--- config.mk ---
export PLATFORM = sky130hd
export DESIGN_NAME = acq_analog_control_regs
export DESIGN_NICKNAME = d
export VERILOG_FILES = /design/src/rtl/acq_analog_control_regs.v /design/src/rtl/skip_threshold_irq.v
export VERILOG_INCLUDE_DIRS = /design/src /design/src/inc
export SDC_FILE = /design/constraint.sdc
export NUM_CORES = 1
export LEC_CHECK = 0
export BUFFER_PORTS_ARGS = -buffer_cell sky130_fd_sc_hd__buf_4
export CORE_MARGIN = 3
export CORE_UTILIZATION = 40
export CTS_BUF_LIST = sky130_fd_sc_hd__clkbuf_8
export DETAILED_ROUTE_END_ITERATION = 10
export GPL_TIMING_DRIVEN = 1
export PLACE_DENSITY = 0.6
export SYNTH_ARGS = -nofsm -noshare
export SYNTH_HDL_FRONTEND = slang
export SYNTH_SLANG_ARGS = --single-unit
--- constraint.sdc ---
create_clock -name ref_clk_i -period 4.16 [get_ports ref_clk_i]
set_clock_uncertainty 0.15 [all_clocks]
set_input_delay 0.416 -clock ref_clk_i [delete_from_list [all_inputs] [get_ports ref_clk_i]]
set_output_delay 0.416 -clock ref_clk_i [all_outputs]
set_load 0.03 [all_outputs]
--- src/inc/acq_analog_regs.vh ---
`ifndef ACQ_ANALOG_REGS_VH
`define ACQ_ANALOG_REGS_VH

// ----------------------------------------------------------------
// Register addresses
// ----------------------------------------------------------------
`define ADDR_SKIP_HIGH      7'h0F
`define ADDR_SKIP_LOW       7'h10
`define ADDR_THRESH_HIGH    7'h11
`define ADDR_THRESH_LOW     7'h12
`define ADDR_GAIN_CTRL      7'h13
`define ADDR_POWER_ONE      7'h14

// ----------------------------------------------------------------
// Reset values
// ----------------------------------------------------------------
`define RST_SKIP_HIGH       8'h00
`define RST_SKIP_LOW        8'h00
`define RST_THRESH_HIGH     8'h00
`define RST_THRESH_LOW      8'h00
`define RST_GAIN_CTRL       8'h50
`define RST_POWER_ONE       8'hCF

// ----------------------------------------------------------------
// Field positions
// ----------------------------------------------------------------
`define GAIN_CUR_HI         7
`define GAIN_CUR_LO         6
`define GAIN_VOLT_HI        5
`define GAIN_VOLT_LO        4
`define PWR_CHOP_CUR        7
`define PWR_CHOP_VOLT       6
`define PWR_PGA_CUR         3
`define PWR_MOD_CUR         2
`define PWR_PGA_VOLT        1
`define PWR_MOD_VOLT        0

// ----------------------------------------------------------------
// Gain codes
// ----------------------------------------------------------------
`define GAIN_CODE_5         2'h0
`define GAIN_CODE_25        2'h1
`define GAIN_CODE_40        2'h2
`define GAIN_CODE_100       2'h3

// ----------------------------------------------------------------
// Serial frame layout
// ----------------------------------------------------------------
`define FRAME_WRITE_BIT     15
`define FRAME_ADDR_HI       14
`define FRAME_ADDR_LO       8
`define FRAME_BITS          5'h10
`define FRAME_CMD_LAST      5'h07
`define FRAME_DATA_FIRST    5'h08
`define FRAME_LAST          5'h0F
`define SYNC_PINS           3

`endif

--- src/rtl/acq_analog_control_regs.v ---
// What this block does
// Hold 16-bit sample skip count, two bytes
// Hold 16-bit second-mode current threshold bytes
// Current gain code: 5, 25, 40, 100
// Voltage gain code: 5, 25, 40
// Current chopper clock on when bit set
// Voltage chopper clock on when bit set
// Current amplifier powered when bit set
// Current modulator enabled when bit set
// Voltage amplifier powered when bit set
// Voltage modulator enabled when bit set
// Interrupt after skips and threshold crossing
`include "acq_analog_regs.vh"
`default_nettype none

module acq_analog_control_regs (
    input  wire        ref_clk_i,
    input  wire        sys_rst_i,
    input  wire        spi_sclk_i,
    input  wire        spi_cs_n_i,
    input  wire        spi_mosi_i,
    output reg         spi_miso_o,
    output reg         spi_miso_oe_o,
    input  wire        second_normal_monitor_mode_i,
    input  wire        sample_valid_i,
    input  wire [15:0] sample_i,
    input  wire        irq_ack_i,
    output wire        irq_o,
    output reg  [1:0]  current_gain_sel_o,
    output reg  [1:0]  voltage_gain_sel_o,
    output reg         current_chop_clk_en_o,
    output reg         voltage_chop_clk_en_o,
    output reg         current_pga_en_o,
    output reg         current_modulator_en_o,
    output reg         voltage_pga_en_o,
    output reg         voltage_modulator_en_o
);

    // ------------------------------------------------------------
    // Pin synchronisers
    // ------------------------------------------------------------
    wire [`SYNC_PINS-1:0] pin_raw;
    reg  [`SYNC_PINS-1:0] pin_meta_q;
    reg  [`SYNC_PINS-1:0] pin_sync_q;
    reg                   sclk_prev_q;

    assign pin_raw = {spi_sclk_i, spi_cs_n_i, spi_mosi_i};

    // Two flops per pin; only the second stage feeds logic
    genvar gi;
    generate
        for (gi = 0; gi < `SYNC_PINS; gi = gi + 1) begin : g_sync
            always @(posedge ref_clk_i) begin
                if (sys_rst_i) begin
                    pin_meta_q[gi] <= (gi == 1) ? 1'b1 : 1'b0;
                    pin_sync_q[gi] <= (gi == 1) ? 1'b1 : 1'b0;
                end else begin
                    pin_meta_q[gi] <= pin_raw[gi];
                    pin_sync_q[gi] <= pin_meta_q[gi];
                end
            end
        end
    endgenerate

    wire sclk_s = pin_sync_q[2];
    wire cs_n_s = pin_sync_q[1];
    wire mosi_s = pin_sync_q[0];
    wire sclk_rise = sclk_s & ~sclk_prev_q;
    wire sclk_fall = ~sclk_s & sclk_prev_q;

    // ------------------------------------------------------------
    // Register storage
    // ------------------------------------------------------------
    reg [7:0] skip_high_q;
    reg [7:0] skip_low_q;
    reg [7:0] thresh_high_q;
    reg [7:0] thresh_low_q;
    reg [7:0] gain_ctrl_q;
    reg [7:0] power_one_q;

    // Reserved bits read back as zero
    wire [7:0] gain_rd  = {gain_ctrl_q[7:4], 4'h0};
    wire [7:0] power_rd = {power_one_q[7:6], 2'h0, power_one_q[3:0]};

    // ------------------------------------------------------------
    // Serial frame engine
    // ------------------------------------------------------------
    reg [4:0]  bit_cnt_q;
    reg [15:0] shift_in_q;
    reg [7:0]  tx_q;
    reg [7:0]  rd_data;

    wire [15:0] frame_next = {shift_in_q[14:0], mosi_s};
    // At the 8th rise only eight bits are in, so the address is the low seven
    wire [6:0]  cmd_addr   = frame_next[`FRAME_ADDR_HI-`FRAME_ADDR_LO:0];
    wire [6:0]  wr_addr    = shift_in_q[`FRAME_ADDR_HI-1:`FRAME_ADDR_LO-1];
    wire        wr_strobe  = ~cs_n_s & sclk_rise & (bit_cnt_q == `FRAME_LAST) &
                             shift_in_q[`FRAME_WRITE_BIT-1];

    // Read decode; unmapped addresses read as zero
    always @* begin
        rd_data = 8'h00;
        if (cmd_addr[6:0] == `ADDR_SKIP_HIGH) begin
            rd_data = skip_high_q;
        end else if (cmd_addr == `ADDR_SKIP_LOW) begin
            rd_data = skip_low_q;
        end else if (cmd_addr == `ADDR_THRESH_HIGH) begin
            rd_data = thresh_high_q;
        end else if (cmd_addr == `ADDR_THRESH_LOW) begin
            rd_data = thresh_low_q;
        end else if (cmd_addr == `ADDR_GAIN_CTRL) begin
            rd_data = gain_rd;
        end else if (cmd_addr == `ADDR_POWER_ONE) begin
            rd_data = power_rd;
        end
    end

    // Mode 0: sample on rising edge, shift out on falling edge
    always @(posedge ref_clk_i) begin
        if (sys_rst_i) begin
            sclk_prev_q   <= 1'b0;
            bit_cnt_q     <= 5'h00;
            shift_in_q    <= 16'h0000;
            tx_q          <= 8'h00;
            spi_miso_o    <= 1'b0;
            spi_miso_oe_o <= 1'b0;
        end else begin
            sclk_prev_q   <= sclk_s;
            spi_miso_oe_o <= ~cs_n_s;
            if (cs_n_s) begin
                // Deselect aborts a partial frame, so nothing is written
                bit_cnt_q  <= 5'h00;
                spi_miso_o <= 1'b0;
            end else if (sclk_rise && bit_cnt_q < `FRAME_BITS) begin
                shift_in_q <= frame_next;
                bit_cnt_q  <= bit_cnt_q + 5'h01;
                if (bit_cnt_q == `FRAME_CMD_LAST) begin
                    tx_q <= rd_data;
                end
            end else if (sclk_fall && bit_cnt_q >= `FRAME_DATA_FIRST &&
                         bit_cnt_q <= `FRAME_LAST) begin
                spi_miso_o <= tx_q[7];
                tx_q       <= {tx_q[6:0], 1'b0};
            end
        end
    end

    // ------------------------------------------------------------
    // Register writes
    // ------------------------------------------------------------
    always @(posedge ref_clk_i) begin
        if (sys_rst_i) begin
            skip_high_q   <= `RST_SKIP_HIGH;
            skip_low_q    <= `RST_SKIP_LOW;
            thresh_high_q <= `RST_THRESH_HIGH;
            thresh_low_q  <= `RST_THRESH_LOW;
            gain_ctrl_q   <= `RST_GAIN_CTRL;
            power_one_q   <= `RST_POWER_ONE;
        end else if (wr_strobe) begin
            if (wr_addr == `ADDR_SKIP_HIGH) begin
                skip_high_q <= frame_next[7:0];
            end else if (wr_addr == `ADDR_SKIP_LOW) begin
                skip_low_q <= frame_next[7:0];
            end else if (wr_addr == `ADDR_THRESH_HIGH) begin
                thresh_high_q <= frame_next[7:0];
            end else if (wr_addr == `ADDR_THRESH_LOW) begin
                thresh_low_q <= frame_next[7:0];
            end else if (wr_addr == `ADDR_GAIN_CTRL) begin
                gain_ctrl_q <= {frame_next[7:4], 4'h0};
            end else if (wr_addr == `ADDR_POWER_ONE) begin
                power_one_q <= {frame_next[7:6], 2'h0, frame_next[3:0]};
            end
        end
    end

    // ------------------------------------------------------------
    // Analog control outputs
    // ------------------------------------------------------------
    // Registered so the analog side never sees decode glitches
    always @(posedge ref_clk_i) begin
        if (sys_rst_i) begin
            current_gain_sel_o     <= `GAIN_CODE_25;
            voltage_gain_sel_o     <= `GAIN_CODE_25;
            current_chop_clk_en_o  <= 1'b1;
            voltage_chop_clk_en_o  <= 1'b1;
            current_pga_en_o       <= 1'b1;
            current_modulator_en_o <= 1'b1;
            voltage_pga_en_o       <= 1'b1;
            voltage_modulator_en_o <= 1'b1;
        end else begin
            current_gain_sel_o     <= gain_ctrl_q[`GAIN_CUR_HI:`GAIN_CUR_LO];
            // Code 11 has no defined voltage gain; passed through as written
            voltage_gain_sel_o     <= gain_ctrl_q[`GAIN_VOLT_HI:`GAIN_VOLT_LO];
            current_chop_clk_en_o  <= power_one_q[`PWR_CHOP_CUR];
            voltage_chop_clk_en_o  <= power_one_q[`PWR_CHOP_VOLT];
            current_pga_en_o       <= power_one_q[`PWR_PGA_CUR];
            current_modulator_en_o <= power_one_q[`PWR_MOD_CUR];
            voltage_pga_en_o       <= power_one_q[`PWR_PGA_VOLT];
            voltage_modulator_en_o <= power_one_q[`PWR_MOD_VOLT];
        end
    end

    // ------------------------------------------------------------
    // Second normal mode interrupt
    // ------------------------------------------------------------
    skip_threshold_irq u_irq (
        .ref_clk_i      (ref_clk_i),
        .sys_rst_i      (sys_rst_i),
        .mode_active_i  (second_normal_monitor_mode_i),
        .sample_valid_i (sample_valid_i),
        .sample_i       (sample_i),
        .skip_count_i   ({skip_high_q, skip_low_q}),
        .threshold_i    ({thresh_high_q, thresh_low_q}),
        .irq_ack_i      (irq_ack_i),
        .irq_o          (irq_o)
    );

endmodule
`default_nettype wire

--- src/rtl/skip_threshold_irq.v ---
`include "acq_analog_regs.vh"
`default_nettype none

// ----------------------------------------------------------------
// Second normal mode: skip samples, then watch the threshold
// ----------------------------------------------------------------
module skip_threshold_irq (
    input  wire        ref_clk_i,
    input  wire        sys_rst_i,
    input  wire        mode_active_i,
    input  wire        sample_valid_i,
    input  wire [15:0] sample_i,
    input  wire [15:0] skip_count_i,
    input  wire [15:0] threshold_i,
    input  wire        irq_ack_i,
    output reg         irq_o
);

    reg [15:0] skipped_q;
    reg        mode_q;

    // Counter restarts whenever the mode is (re)entered
    always @(posedge ref_clk_i) begin
        if (sys_rst_i) begin
            skipped_q <= 16'h0000;
            mode_q    <= 1'b0;
        end else begin
            mode_q <= mode_active_i;
            if (!mode_active_i || !mode_q) begin
                skipped_q <= 16'h0000;
            end else if (sample_valid_i && skipped_q < skip_count_i) begin
                skipped_q <= skipped_q + 16'h0001;
            end
        end
    end

    // Sticky flag; a crossing in the ack cycle wins over the ack
    always @(posedge ref_clk_i) begin
        if (sys_rst_i) begin
            irq_o <= 1'b0;
        end else if (mode_active_i && mode_q && sample_valid_i &&
                     skipped_q >= skip_count_i && sample_i > threshold_i) begin
            irq_o <= 1'b1;
        end else if (irq_ack_i || !mode_active_i) begin
            irq_o <= 1'b0;
        end
    end

endmodule
`default_nettype wire
==> results of run 1 <==
## how the worst max path moves through the flow
stage / startpoint / endpoint / slack [ns] / cells after the start
2_1_floorplan: skip_low_q[1] / u_irq.skipped_q[5] / 1.75 / 9
5_1_grt: skip_low_q[7] / u_irq.skipped_q[9] / 1.07 / 8
3_5_place_dp: skip_high_q[7] / u_irq.skipped_q[15] / 1.40 / 8
4_1_cts: skip_high_q[7] / u_irq.skipped_q[15] / 1.37 / 8
6_report: skip_high_q[7] / u_irq.skipped_q[15] / 1.34 / 8
3_3_place_gp: skip_low_q[1] / u_irq.skipped_q[15] / 1.53 / 8
## cell families (layout without fill, tap and decap cells)
family                   count (synthesis)  in the layout  share of synthesized area (%)
multiplexers                            38             38                           7.66
adder cells (fa/ha/maj)                 36             36                           8.51
AND/OR/NAND/NOR                        224            224                           21.3
AO/OA/AOI/OAI                          109            109                           14.8
buffers and inverters                   75             98                           5.74
XOR/XNOR                                 9              9                           1.49
flip-flops                             107            107                           40.5
## layer usage
layer	global-route usage (%)	part of all wire (%)
met5	0	0
met4	5.31	1.2
met3	3.36	3.4
met2	28.4	47
met1	25.2	49
## sequential cells by signal, summed over array words and instances (netlist names), 2 cells and up
signal,cells
current_gain_sel_o,2
shift_in_q,15
skip_high_q,8
power_one_q,6
tx_q,8
skip_low_q,8
gain_ctrl_q,4
u_irq.skipped_q,16
voltage_gain_sel_o,2
thresh_high_q,8
thresh_low_q,8
bit_cnt_q,5
pin_meta_q,3
## synthesized netlist by cell type, types with 3 or more instances
cell type	count	area share [%]
nand2b_1	9	1.1
mux2i_1	36	6.8
xnor2_1	7	1.2
nand2_1	52	3.7
clkbuf_1	22	1.6
and3_1	4	0.47
dfxtp_1	107	40
o21ai_0	9	0.85
or2_2	11	1.3
a32o_1	3	0.57
o211ai_1	4	0.57
ha_1	36	8.5
nor2b_1	12	1.4
nor3_1	5	0.47
or4b_1	3	0.57
nand3_1	9	0.85
a211o_1	8	1.3
a22oi_1	10	1.4
a22o_1	4	0.66
nand3b_1	4	0.57
a21oi_1	42	4.0
nor4_1	7	0.83
or3_1	4	0.47
nand4_1	11	1.3
nor2_1	80	5.7
buf_2	5	0.47
a21o_1	5	0.71
inv_1	44	3.1
a31o_2	3	0.50
## placed cells by master, fill, tap and decap left out, drive strengths merged, types with 10 or more instances in the layout
master	instances
ha	36
nand2	52
inv	47
dfxtp	107
nor2b	13
a21oi	42
nand4	12
nor2	80
mux2i	36
buf	38
a22oi	10
o21ai	10
or2	11
## through the flow
step,power (W),setup WS [ns]
after global placement,0.00112,1.53
after CTS,0.00171,1.37
after detailed placement,0.00113,1.40
after global routing,0.00177,1.07
final,0.00169,1.34
after floorplan,0.00109,1.75
## area by class of cell
cell class / count / area share [%]
clock inverters: 7 / 0.901
clock buffers: 9 / 2.12
repair buffers: 38 / 4.89
multi-input cells: 416 / 48.8
inverters: 44 / 2.83
well taps: 172 / 3.69
flip-flops and latches: 107 / 36.7
## power by group through the flow
stage	sequential (W)	combinational, W	clock [W]
finish	0.00103	0.0000728	0.000591
global route	0.00103	0.0000822	0.000662
CTS	0.00103	0.0000734	0.000609
detailed placement	0.00105	0.0000732	0
global placement	0.00105	0.0000704	0
floorplan	0.00105	0.0000412	0
## critical path, stage by stage, from the launching register on
cell,delay [ns]
dfxtp_1,0.37
inv_1,0.07
ha_1,0.34
nand4_2,0.18
nor2_1,0.09
o2bb2ai_2,0.19
nor4b_1,0.88
and3_1,0.29
mux2i_1,0.19
==> summary.txt, run 1 <==
Place
  – Placed Cells: 777
  – Gp weighted congestion: 0.871
  – Post-DP HPWL: 9170 um
  – # port buffers: 36
  – Placed inst area: 5660 um2

Worst setup path
  – Critical Path Sink Type: register
  – Worst r2r src: skip_high_q[7]
  – Critical path launch point type: register
  – Crit path DAT: 2.99 ns
  – Worst-case reg-to-reg path depth: 8
  – CP Class: reg -> reg
  – R2R Path End: u_irq.skipped_q[15]
  – WP data required: 4.33 ns
  – Crit Path Max Fanout: 10
  – Reg2Reg Setup Slack: 1.34 ns

Yosys
  – Post-synth cell types: 62
  – Post-synth ARST share: 0%
  – Post-synthesis sequential area ratio: 40.5%
  – Syn avg cell area: just under 9 um2
  – Syn_nets: between 600 and 700
  – Mapped Cells: 598
  – Main flop type after synthesis: dfxtp_1
  – Synthesized area: 5300 um2
  – Post-synth EDFFs: 0
  – Synth Register Bits: 107
  – Yosys Warn Count: 0

Die
  – Core Area: 12800 um2
  – Initial Util: 41.5%
  – Die area: 14700 um2
  – Row cnt: 41
  – Die width: approximately 120 um
  – Die H: 121 um
  – # IOs: 37

Layout
  – Final instance area: 5830 um2
  – Register Area: 2140 um2
  – Number of diodes: 0
  – Filler instances: around 1.3k
  – Area of the multi-input gates: between 2000 and 3000 um2
  – Layout cells sized above 1: 12.7%
  – End-of-flow core utilization: between 40% and 50%
  – Final #Nets: 676
  – Final non-filler cell total: 793
  – Area growth, synth to finish: 10.2%

Power
  – Sequential cell fraction of total power: 60.8%
  – Pwr per Cell Area: 290 nW/um2
  – Pint: roughly 0.0013 W
  – Static leakage: roughly 2.3 nW
  – Max VDD drop: 0.000148 V
  – Psw: 0.000412 W
  – Clock network fraction of total power: 34.9%
  – Combinational share of power: 4.3%
  – Sw frac: about a quarter

Timing
  – Min Tclk post-route: between 2 and 3 ns
  – Worst-Margin Slew: 1.04 ns
  – Final setup fails: 0
  – Slew Limit Fails: 0
  – Final Hold Vio Count: 0
  – TNS Setup: 0 ns
  – Achievable Freq: 0.354 GHz
  – WHS: 0.0646 ns
  – Final Cycle Share: between 60% and 70%
  – Slew headroom: 29.4%
  – RSZ-0062 raised after global routing: no

Global route
  – Largest net degree at the start of global routing: 72
  – Vias in the first global route: 4053
  – GRT overflow: 0
  – GRT Util Overall: 18.0%
  – First-pass GRT wire length: 20900 um
  – Initial antenna violation count: 0

Clocking
  – CTS H-tree lvls: 3
  – Num CTS Buffers: 9
  – Cts hold-fix bufs: 0
  – CTS tree: built
  – CTS root buf: clkbuf_8
  – Post_cts resized: 0
  – Clk_lat worst skew: 0.39 ns
  – Setup bufs post-CTS: 0
  – Max Root-Sink Buffers: 2
  – Clk slew on worst S/H paths: about 0.11 ns
  – Clk sinks: 107

Detailed routing
  – Vias: ~4.2k
  – Via/cell ratio: 5.28
  – Number of DRC markers in iteration 0: 237
  – Drt pass-1 iters: 5
  – Antenna-violating nets left: 0
  – # DRC: 0
  – Drt total wl: between 10000 and 15000 um
  – Routed len/inst: 15.6 um

Min path
  – Hold Path Class: in -> reg
  – Hold Crit Depth: 2
  – Hold Path End: pin_meta_q[1]
  – Hold Crit Start: spi_cs_n_i

Job
  – Max Cap Viol: 0

Status
  – Outcome: finished, final reports clean
(Power assumes the default switching activity.)
==> run 2, diff against run 1 <==
--- a/config.mk
+++ b/config.mk
@@ -6,13 +6,14 @@
 export SDC_FILE = /design/constraint.sdc
 export NUM_CORES = 1
 export LEC_CHECK = 0
+export ABC_AREA = 1
 export BUFFER_PORTS_ARGS = -buffer_cell sky130_fd_sc_hd__buf_4
 export CORE_MARGIN = 3
 export CORE_UTILIZATION = 40
 export CTS_BUF_LIST = sky130_fd_sc_hd__clkbuf_8
 export DETAILED_ROUTE_END_ITERATION = 10
 export GPL_TIMING_DRIVEN = 1
-export PLACE_DENSITY = 0.6
+export PLACE_DENSITY = 0.62
 export SYNTH_ARGS = -nofsm -noshare
 export SYNTH_HDL_FRONTEND = slang
 export SYNTH_SLANG_ARGS = --single-unit
==> constraint.sdc (replaced) <==
create_clock -name ref_clk_i -period 2.3 [get_ports ref_clk_i]
set_clock_uncertainty 0.15 [all_clocks]
set_input_delay 0.23 -clock ref_clk_i [delete_from_list [all_inputs] [get_ports ref_clk_i]]
set_output_delay 0.23 -clock ref_clk_i [all_outputs]
set_load 0.03 [all_outputs]
==> run 2 against run 1 <==
  * Worst hold slack got worse by 0.015 ns
  * Utilization grew 0.63 points
  * Sequential cell count unchanged
  * Final cell count up 19%
  * Final area up 5.5%
  * Sequential power increased by 82%
  * Wire length up 8.9%
  * Combinational power increased by 120%
  * Critical endpoint is now power_one_q[7]
==> summary.txt, run 2 <==
Timing
  – Min Tclk post-route: 2.08 ns
  – Final Hold Vio Count: 0
  – RSZ-0062 raised after global routing: no
  – Achievable Freq: 0.481 GHz
  – WHS: 0.0496 ns
  – Final setup fails: 0
  – Slew headroom: between 60% and 70%
  – Final Cycle Share: 90.4%
  – Setup WS post-layout: 0.221 ns
  – Worst-Margin Slew: 0.560 ns
  – Slew Limit Fails: 0
  – TNS Setup: 0 ns

Yosys
  – Commonest cells in the netlist: nand2_1, dfxtp_1, a21oi_1
  – Synth Area in Simple Gates: 22.6%
  – Syn_nets: 783
  – Post-synth cell types: 39
  – Main flop type after synthesis: dfxtp_1
  – Most common cell in the netlist: nand2_1
  – Post-synth EDFFs: 0
  – Xor and xnor area share after synthesis: 1.92%
  – Synth Register Bits: about 110
  – Synthesized area: 5470 um2
  – Yosys Warn Count: 0
  – Post-synthesis sequential area ratio: about two fifths
  – Compound-Gate Fraction of Synth Area: 19.2%
  – Largest family of logic cells by synthesized area: simple AND/OR/NAND/NOR gates
  – Post-synth top area cell: dfxtp_1
  – Mux cell area share after synthesis: 0%
  – Post-synth ARST share: 0%
  – Syn avg cell area: 7.56 um2
  – Top post-synthesis cells by area: dfxtp_1, a21oi_1, ha_1, nand2_1, o21ai_0
  – Synth Area in Adders: 8.24%
  – Mapped Cells: 723
  – Top cell type's share of synthesized area: 39.2%

Status
  – Outcome: finished, final reports clean

Detailed routing
  – Drt total wl: 13500 um
  – Drt pass-1 iters: 4
  – Number of DRC markers in iteration 0: 276
  – Vias: 4881
  – Antenna-violating nets left: 0
  – Via/cell ratio: 5.19
  – Routed len/inst: 14.3 um
  – # DRC: 0

Worst setup path
  – CP Launch Point: bit_cnt_q[0]
  – Worst r2r src: bit_cnt_q[0]
  – CP Class: reg -> reg
  – Critical path launch point type: register
  – Crit path DAT: between 2 and 2.5 ns
  – Critical Path Sink Type: register
  – R2R Path End: power_one_q[7]
  – Worst setup endpoint: power_one_q[7]
  – Worst-case reg-to-reg path depth: 9
  – WP data required: between 2 and 2.5 ns
  – Crit Path Max Fanout: 12
  – Reg2Reg Setup Slack: between 0.2 and 0.25 ns

Layout
  – Top reg by flops: u_irq.skipped_q
  – Leading cell type in the layout, fill and taps excluded: nand2_1
  – Filler instances: 1342
  – Layout cells sized above 1: 14.0%
  – Commonest non-fill, non-tap cells in the layout: nand2_1, dfxtp_1, a21oi_1, inv_1, o21ai_0
  – Max reg flops: 16
  – Top Registers: u_irq.skipped_q: 16 flops, shift_in_q: 15 flops
  – Final instance area: 6150 um2
  – Area growth, synth to finish: 12.6%
  – End-of-flow core utilization: approximately 46%
  – Number of diodes: 0
  – Final #Nets: 820

Global route
  – Initial antenna violation count: 0
  – First-pass GRT wire length: approximately 23000 um
  – Largest net degree at the start of global routing: 63
  – GRT Util Overall: 18.8%
  – Vias in the first global route: 4698
  – GRT overflow: 0

Place
  – Gp weighted congestion: 0.867
  – Dpl ws: 0.117 ns
  – Post-DP HPWL: roughly 10000 um
  – Placed inst area: 5890 um2
  – # port buffers: 36

Clocking
  – Setup bufs post-CTS: 0
  – Max Root-Sink Buffers: 2
  – Num CTS Buffers: 9
  – Clk sinks: 107
  – CTS tree: built
  – CTS root buf: clkbuf_8
  – Clk slew on worst S/H paths: 0.11 ns
  – Clk_lat worst skew: 0.39 ns
  – CTS H-tree lvls: 3

Die
  – Initial Util: 41.1%
  – Die H: 123 um
  – Die area: 15100 um2
  – Die width: 123 um
  – # IOs: 37
  – Row cnt: between 40 and 50
  – Core Area: 13300 um2

Min path
  – Hold Path Class: in -> reg

Power
  – Max VDD drop: 0.000488 V
  – Pwr per Cell Area: 508 nW/um2
  – Static leakage: 2.52 nW

Job
  – Max Cap Viol: 0
==> run 2: timing repair <==
item / 4_1_cts / 5_1_grt
hold endpoints to repair: 5 / 0
resized for setup: 0 / 8
endpoints found under the setup margin: 0 / 37
hold buffers: 5 / 0
==> run 2: power breakdown <==
group	total, W	internal, W	switching, W
combinational	0.000159	0.0000674	0.0000916
sequential	0.00187	0.00186	0.0000103
clock	0.00109	0.000400	0.000693
==> run 2: final cells by class <==
| type | instances | area [um2] | share of cell area (%) |
|---|---|---|---|
| multi-input combinational | 500 | 2880 | 46.7 |
| sequential | 107 | 2140 | 34.8 |
| timing repair buffer | 52 | 403 | 6.55 |
| inverter | 90 | 338 | 5.49 |
| tap | 176 | 220 | 3.58 |
| clock buffer | 9 | 124 | 2.01 |
| clock inverter | 7 | 52.6 | 0.854 |
==> run 2: kinds of logic after synthesis <==
group	count (synthesis)
buf+inv	116
fa+ha+maj	36
flops	107
xor+xnor	12
simple gates	256
compound gates	196
==> run 2: through the flow <==
stage,instances,total power (W)
6_report,941,0.00312
3_3_place_gp,920,0.00206
3_5_place_dp,920,0.00207
2_1_floorplan,723,0.00200
5_1_grt,941,0.00325
4_1_cts,941,0.00316
==> run 2: worst min path at each step <==
stage	from	end	slack, ns	cells past startpoint
final	sys_rst_i	sclk_s	0.05	2
after floorplan	sys_rst_i	u_irq.mode_q	0.16	1
after global routing	sys_rst_i	tx_q[0]	0.05	2
after global placement	pin_meta_q[2]	sclk_s	0.25	2
after CTS	sys_rst_i	sclk_prev_q	0.04	2
after detailed placement	pin_meta_q[0]	mosi_s	0.25	2
==> run 2: critical path, stage by stage (launching register included) <==
cell and delay, ns:
dfxtp_1 0.37, ha_1 0.17, nand2_1 0.07, nor2_1 0.09, ha_1 0.21, nand4_4 0.16, a31oi_4 0.30, nand2_2 0.21
nand2_1 0.12, o211ai_1 0.08
==> run 2: per-layer routing <==
layer  routed length, um  vias up  track usage [%]
met5                   0        -                0
met1                6360     2263             25.2
li1                    -     2490                -
met3                 586       17             4.16
met4                 189        0             4.76
met2                6360      111             30.8
==> run 3, diff against run 2 <==
--- a/config.mk
+++ b/config.mk
@@ -11,9 +11,12 @@
 export CORE_MARGIN = 3
 export CORE_UTILIZATION = 40
 export CTS_BUF_LIST = sky130_fd_sc_hd__clkbuf_8
+export CTS_CLUSTER_DIAMETER = 50
 export DETAILED_ROUTE_END_ITERATION = 10
 export GPL_TIMING_DRIVEN = 1
 export PLACE_DENSITY = 0.62
 export SYNTH_ARGS = -nofsm -noshare
 export SYNTH_HDL_FRONTEND = slang
+export SYNTH_HIERARCHICAL = 1
 export SYNTH_SLANG_ARGS = --single-unit
+export TNS_END_PERCENT = 5
==> run 3 against run 2 <==
  * Clock-buffer cell count unchanged
  * Combinational power barely moved
  * Synthesized cell count rose by 9.0%
  * Register-to-register slack lost 0.02 ns
  * Sequential cell count unchanged
  * Via count is 5.7% higher
  * Critical path depth rose by 3
  * Final cell count up 8.5%
  * First-iteration DRC count increased by 58%
  * Worst hold slack improved by 0.028 ns
  * Largest power group unchanged
  * Highest routed layer unchanged
==> summary.txt, run 3 <==
Yosys
  – Syn_nets: 848
  – Synthesized area: 5800 um2
  – Post-synth EDFFs: 0
  – Yosys Warn Count: 6
  – Commonest cells in the netlist: nand2_1, dfxtp_1, inv_1
  – Most common cell in the netlist: nand2_1
  – Post-synth cell types: 43
  – Top post-synthesis cells by area: dfxtp_1, nand2_1, a21oi_1, ha_1, inv_1
  – Mapped Cells: 788
  – Post-synth top area cell: dfxtp_1
  – Synth Register Bits: 107
  – Top cell type's share of synthesized area: roughly 37%
  – Post-synthesis sequential area ratio: 36.9%
  – Syn avg cell area: between 7 and 8 um2
  – Post-synth ARST share: 0%
  – Main flop type after synthesis: dfxtp_1

Global route
  – GRT Util Overall: 17.8%
  – GRT overflow: 0
  – Largest net degree at the start of global routing: 52
  – Vias in the first global route: 4519
  – First-pass GRT wire length: around 23000 um
  – Initial antenna violation count: 0

Detailed routing
  – Drt total wl: around 14000 um
  – Antenna-violating nets left: 0
  – Wire length on met1: between 7000 and 8000 um
  – Max Used Layer: met4
  – Number of DRC markers in iteration 0: between 400 and 500
  – Via/cell ratio: 5.05
  – # DRC: 0
  – Metal3 WL: between 400 and 500 um
  – Vias: 5160
  – Routed len/inst: 13.8 um
  – Drt pass-1 iters: 5
  – Wire length on met2: 6050 um

Worst setup path
  – Reg2Reg Setup Slack: slightly above 0.2 ns
  – CP Launch Point: bit_cnt_q[0]
  – Max stage delay on crit path: 0.35 ns
  – CP delay by family, top: simple AND/OR/NAND/NOR gates
  – Crit path DAT: approximately 2.2 ns
  – WP data required: 2.42 ns
  – Worst setup endpoint: thresh_high_q[2]
  – Cell depth of the worst setup path: 12
  – Worst-case reg-to-reg path depth: 12
  – Worst-path cell chain: ha_1 > inv_1 > nor2_2 > ha_2 > nand3_1 > nor2_4 > buf_4 > inv_1 > nor2_4 > inv_4 > nand2_1 > a21oi_1
  – CP Class: reg -> reg
  – Highest-delay cell along the critical path: dfxtp_1
  – Sum of buffers and inverters on the critical path: 4
  – Critical Path Sink Type: register
  – Crit Path Max Fanout: 9
  – Worst r2r src: bit_cnt_q[0]
  – R2R Path End: thresh_high_q[2]
  – Critical path launch point type: register

Layout
  – End-of-flow core utilization: 46.9%
  – Final #Nets: about 900
  – Top Registers: u_irq/skipped_q: 16 flops, shift_in_q: 15 flops
  – Layout cells sized above 1: roughly 16%
  – Max reg flops: 16
  – Number of diodes: 0
  – Leading cell type in the layout, fill and taps excluded: nand2_1
  – Final instance area: 6580 um2
  – Area growth, synth to finish: 13.6%
  – Commonest non-fill, non-tap cells in the layout: nand2_1, dfxtp_1, inv_1, a21oi_1, buf_4
  – Top reg by flops: u_irq/skipped_q

Timing
  – RSZ-0062 raised after global routing: no
  – Achievable Freq: 0.477 GHz
  – Slew Limit Fails: 0
  – Min Tclk post-route: about 2.1 ns
  – Worst-Margin Slew: 0.653 ns
  – Final setup fails: 0
  – Final Hold Vio Count: 0
  – Slew headroom: 56.4%
  – Final Cycle Share: 91.1%
  – TNS Setup: 0 ns

Clocking
  – CTS root buf: clkbuf_8
  – Clk_lat worst skew: 0.39 ns
  – CTS H-tree lvls: 3
  – Clk slew on worst S/H paths: roughly 0.11 ns
  – Num CTS Buffers: 9
  – Clk sinks: between 100 and 150
  – CTS tree: built
  – Max Root-Sink Buffers: 2

Die
  – # IOs: 37
  – Die width: ~130 um
  – Initial Util: 41.3%
  – Row cnt: 43
  – Core Area: 14000 um2
  – Die area: 16000 um2
  – Die H: roughly 130 um

Power
  – Max VDD drop: approximately 0.00024 V
  – Pwr per Cell Area: 492 nW/um2
  – Final Power: 0.00324 W
  – Static leakage: 2.78 nW

Place
  – Gp weighted congestion: 0.865
  – # port buffers: 36
  – Placed inst area: roughly 6300 um2
  – Post-DP HPWL: 10300 um

Status
  – Outcome: finished, final reports clean

Job
  – Max Cap Viol: 0

Min path
  – Hold Path Class: in -> reg
==> run 3: metrics by stage <==
step                hold slack, ns  setup slack [ns]  cells
floorplan                    0.149             0.375    788
global placement             0.255            0.0956    999
detailed placement           0.247            0.0134    999
CTS                         0.0631            0.0526   1019
global route                0.0688            0.0134   1021
finish                      0.0775             0.205   1021
==> run 3: kinds of logic (layout without fill, tap and decap cells) <==
group	after synthesis	in the layout	share of synthesized area, %
flops	107	107	36.9
compound gates	171	171	16.5
buf+inv	138	191	10.2
xor+xnor	9	9	1.36
fa+ha+maj	36	36	7.77
simple gates	327	327	27.3
==> run 3: cell type report <==
| type | instances | area (um2) |
|---|---|---|
| Clock inverter | 6 | 72.6 |
| Sequential cell | 107 | 2140 |
| Multi-Input combinational cell | 543 | 3080 |
| Inverter | 110 | 417 |
| Fill cell | 1425 | 7460 |
| Timing Repair Buffer | 66 | 520 |
| Tap cell | 180 | 225 |
| Clock buffer | 9 | 124 |
==> run 3: routing by layer <==
metal,GRT usage [%],vias to the layer above
met5,0,-
met4,7.32,0
met3,2.44,20
met2,26.5,104
met1,25.9,2349
li1,-,2687
==> run 3: power by group <==
part / leakage, nW / total [W] / switching, W / internal, W
clock: 0.0963 / 0.00121 / 0.000697 / 0.000510
combinational: 1.82 / 0.000162 / 0.0000944 / 0.0000673
sequential: 0.865 / 0.00187 / 0.0000107 / 0.00186
total: 2.78 / 0.00324 / 0.000802 / 0.00244
==> run 3: worst min path at each step <==
stage,cells after the start,startpoint,end
finish,2,sys_rst_i,pin_meta_q[0]
global route,3,sample_valid_i,u_irq/skipped_q[9]
CTS,3,sample_valid_i,u_irq/skipped_q[9]
detailed placement,2,pin_meta_q[0],mosi_s
global placement,1,pin_meta_q[1],cs_n_s
floorplan,1,sys_rst_i,u_irq/irq_o
==> run 3: what timing repair did <==
action,4_1_cts,5_1_grt
setup endpoints to repair,1,37
setup buffers,0,2
gates resized for setup,1,5
endpoints found under the hold margin,5,0
pin swaps,0,2
hold buffers,5,0
==> run 3: worst register-to-register path: cells and delay by family (launching register included) <==
kind,cells,cell delay (ns)
adder cells (fa/ha/maj),2,0.37
AND/OR/NAND/NOR,5,0.69
buffers and inverters,4,0.37
AO/OA/AOI/OAI,1,0.05
flip-flops,1,0.35
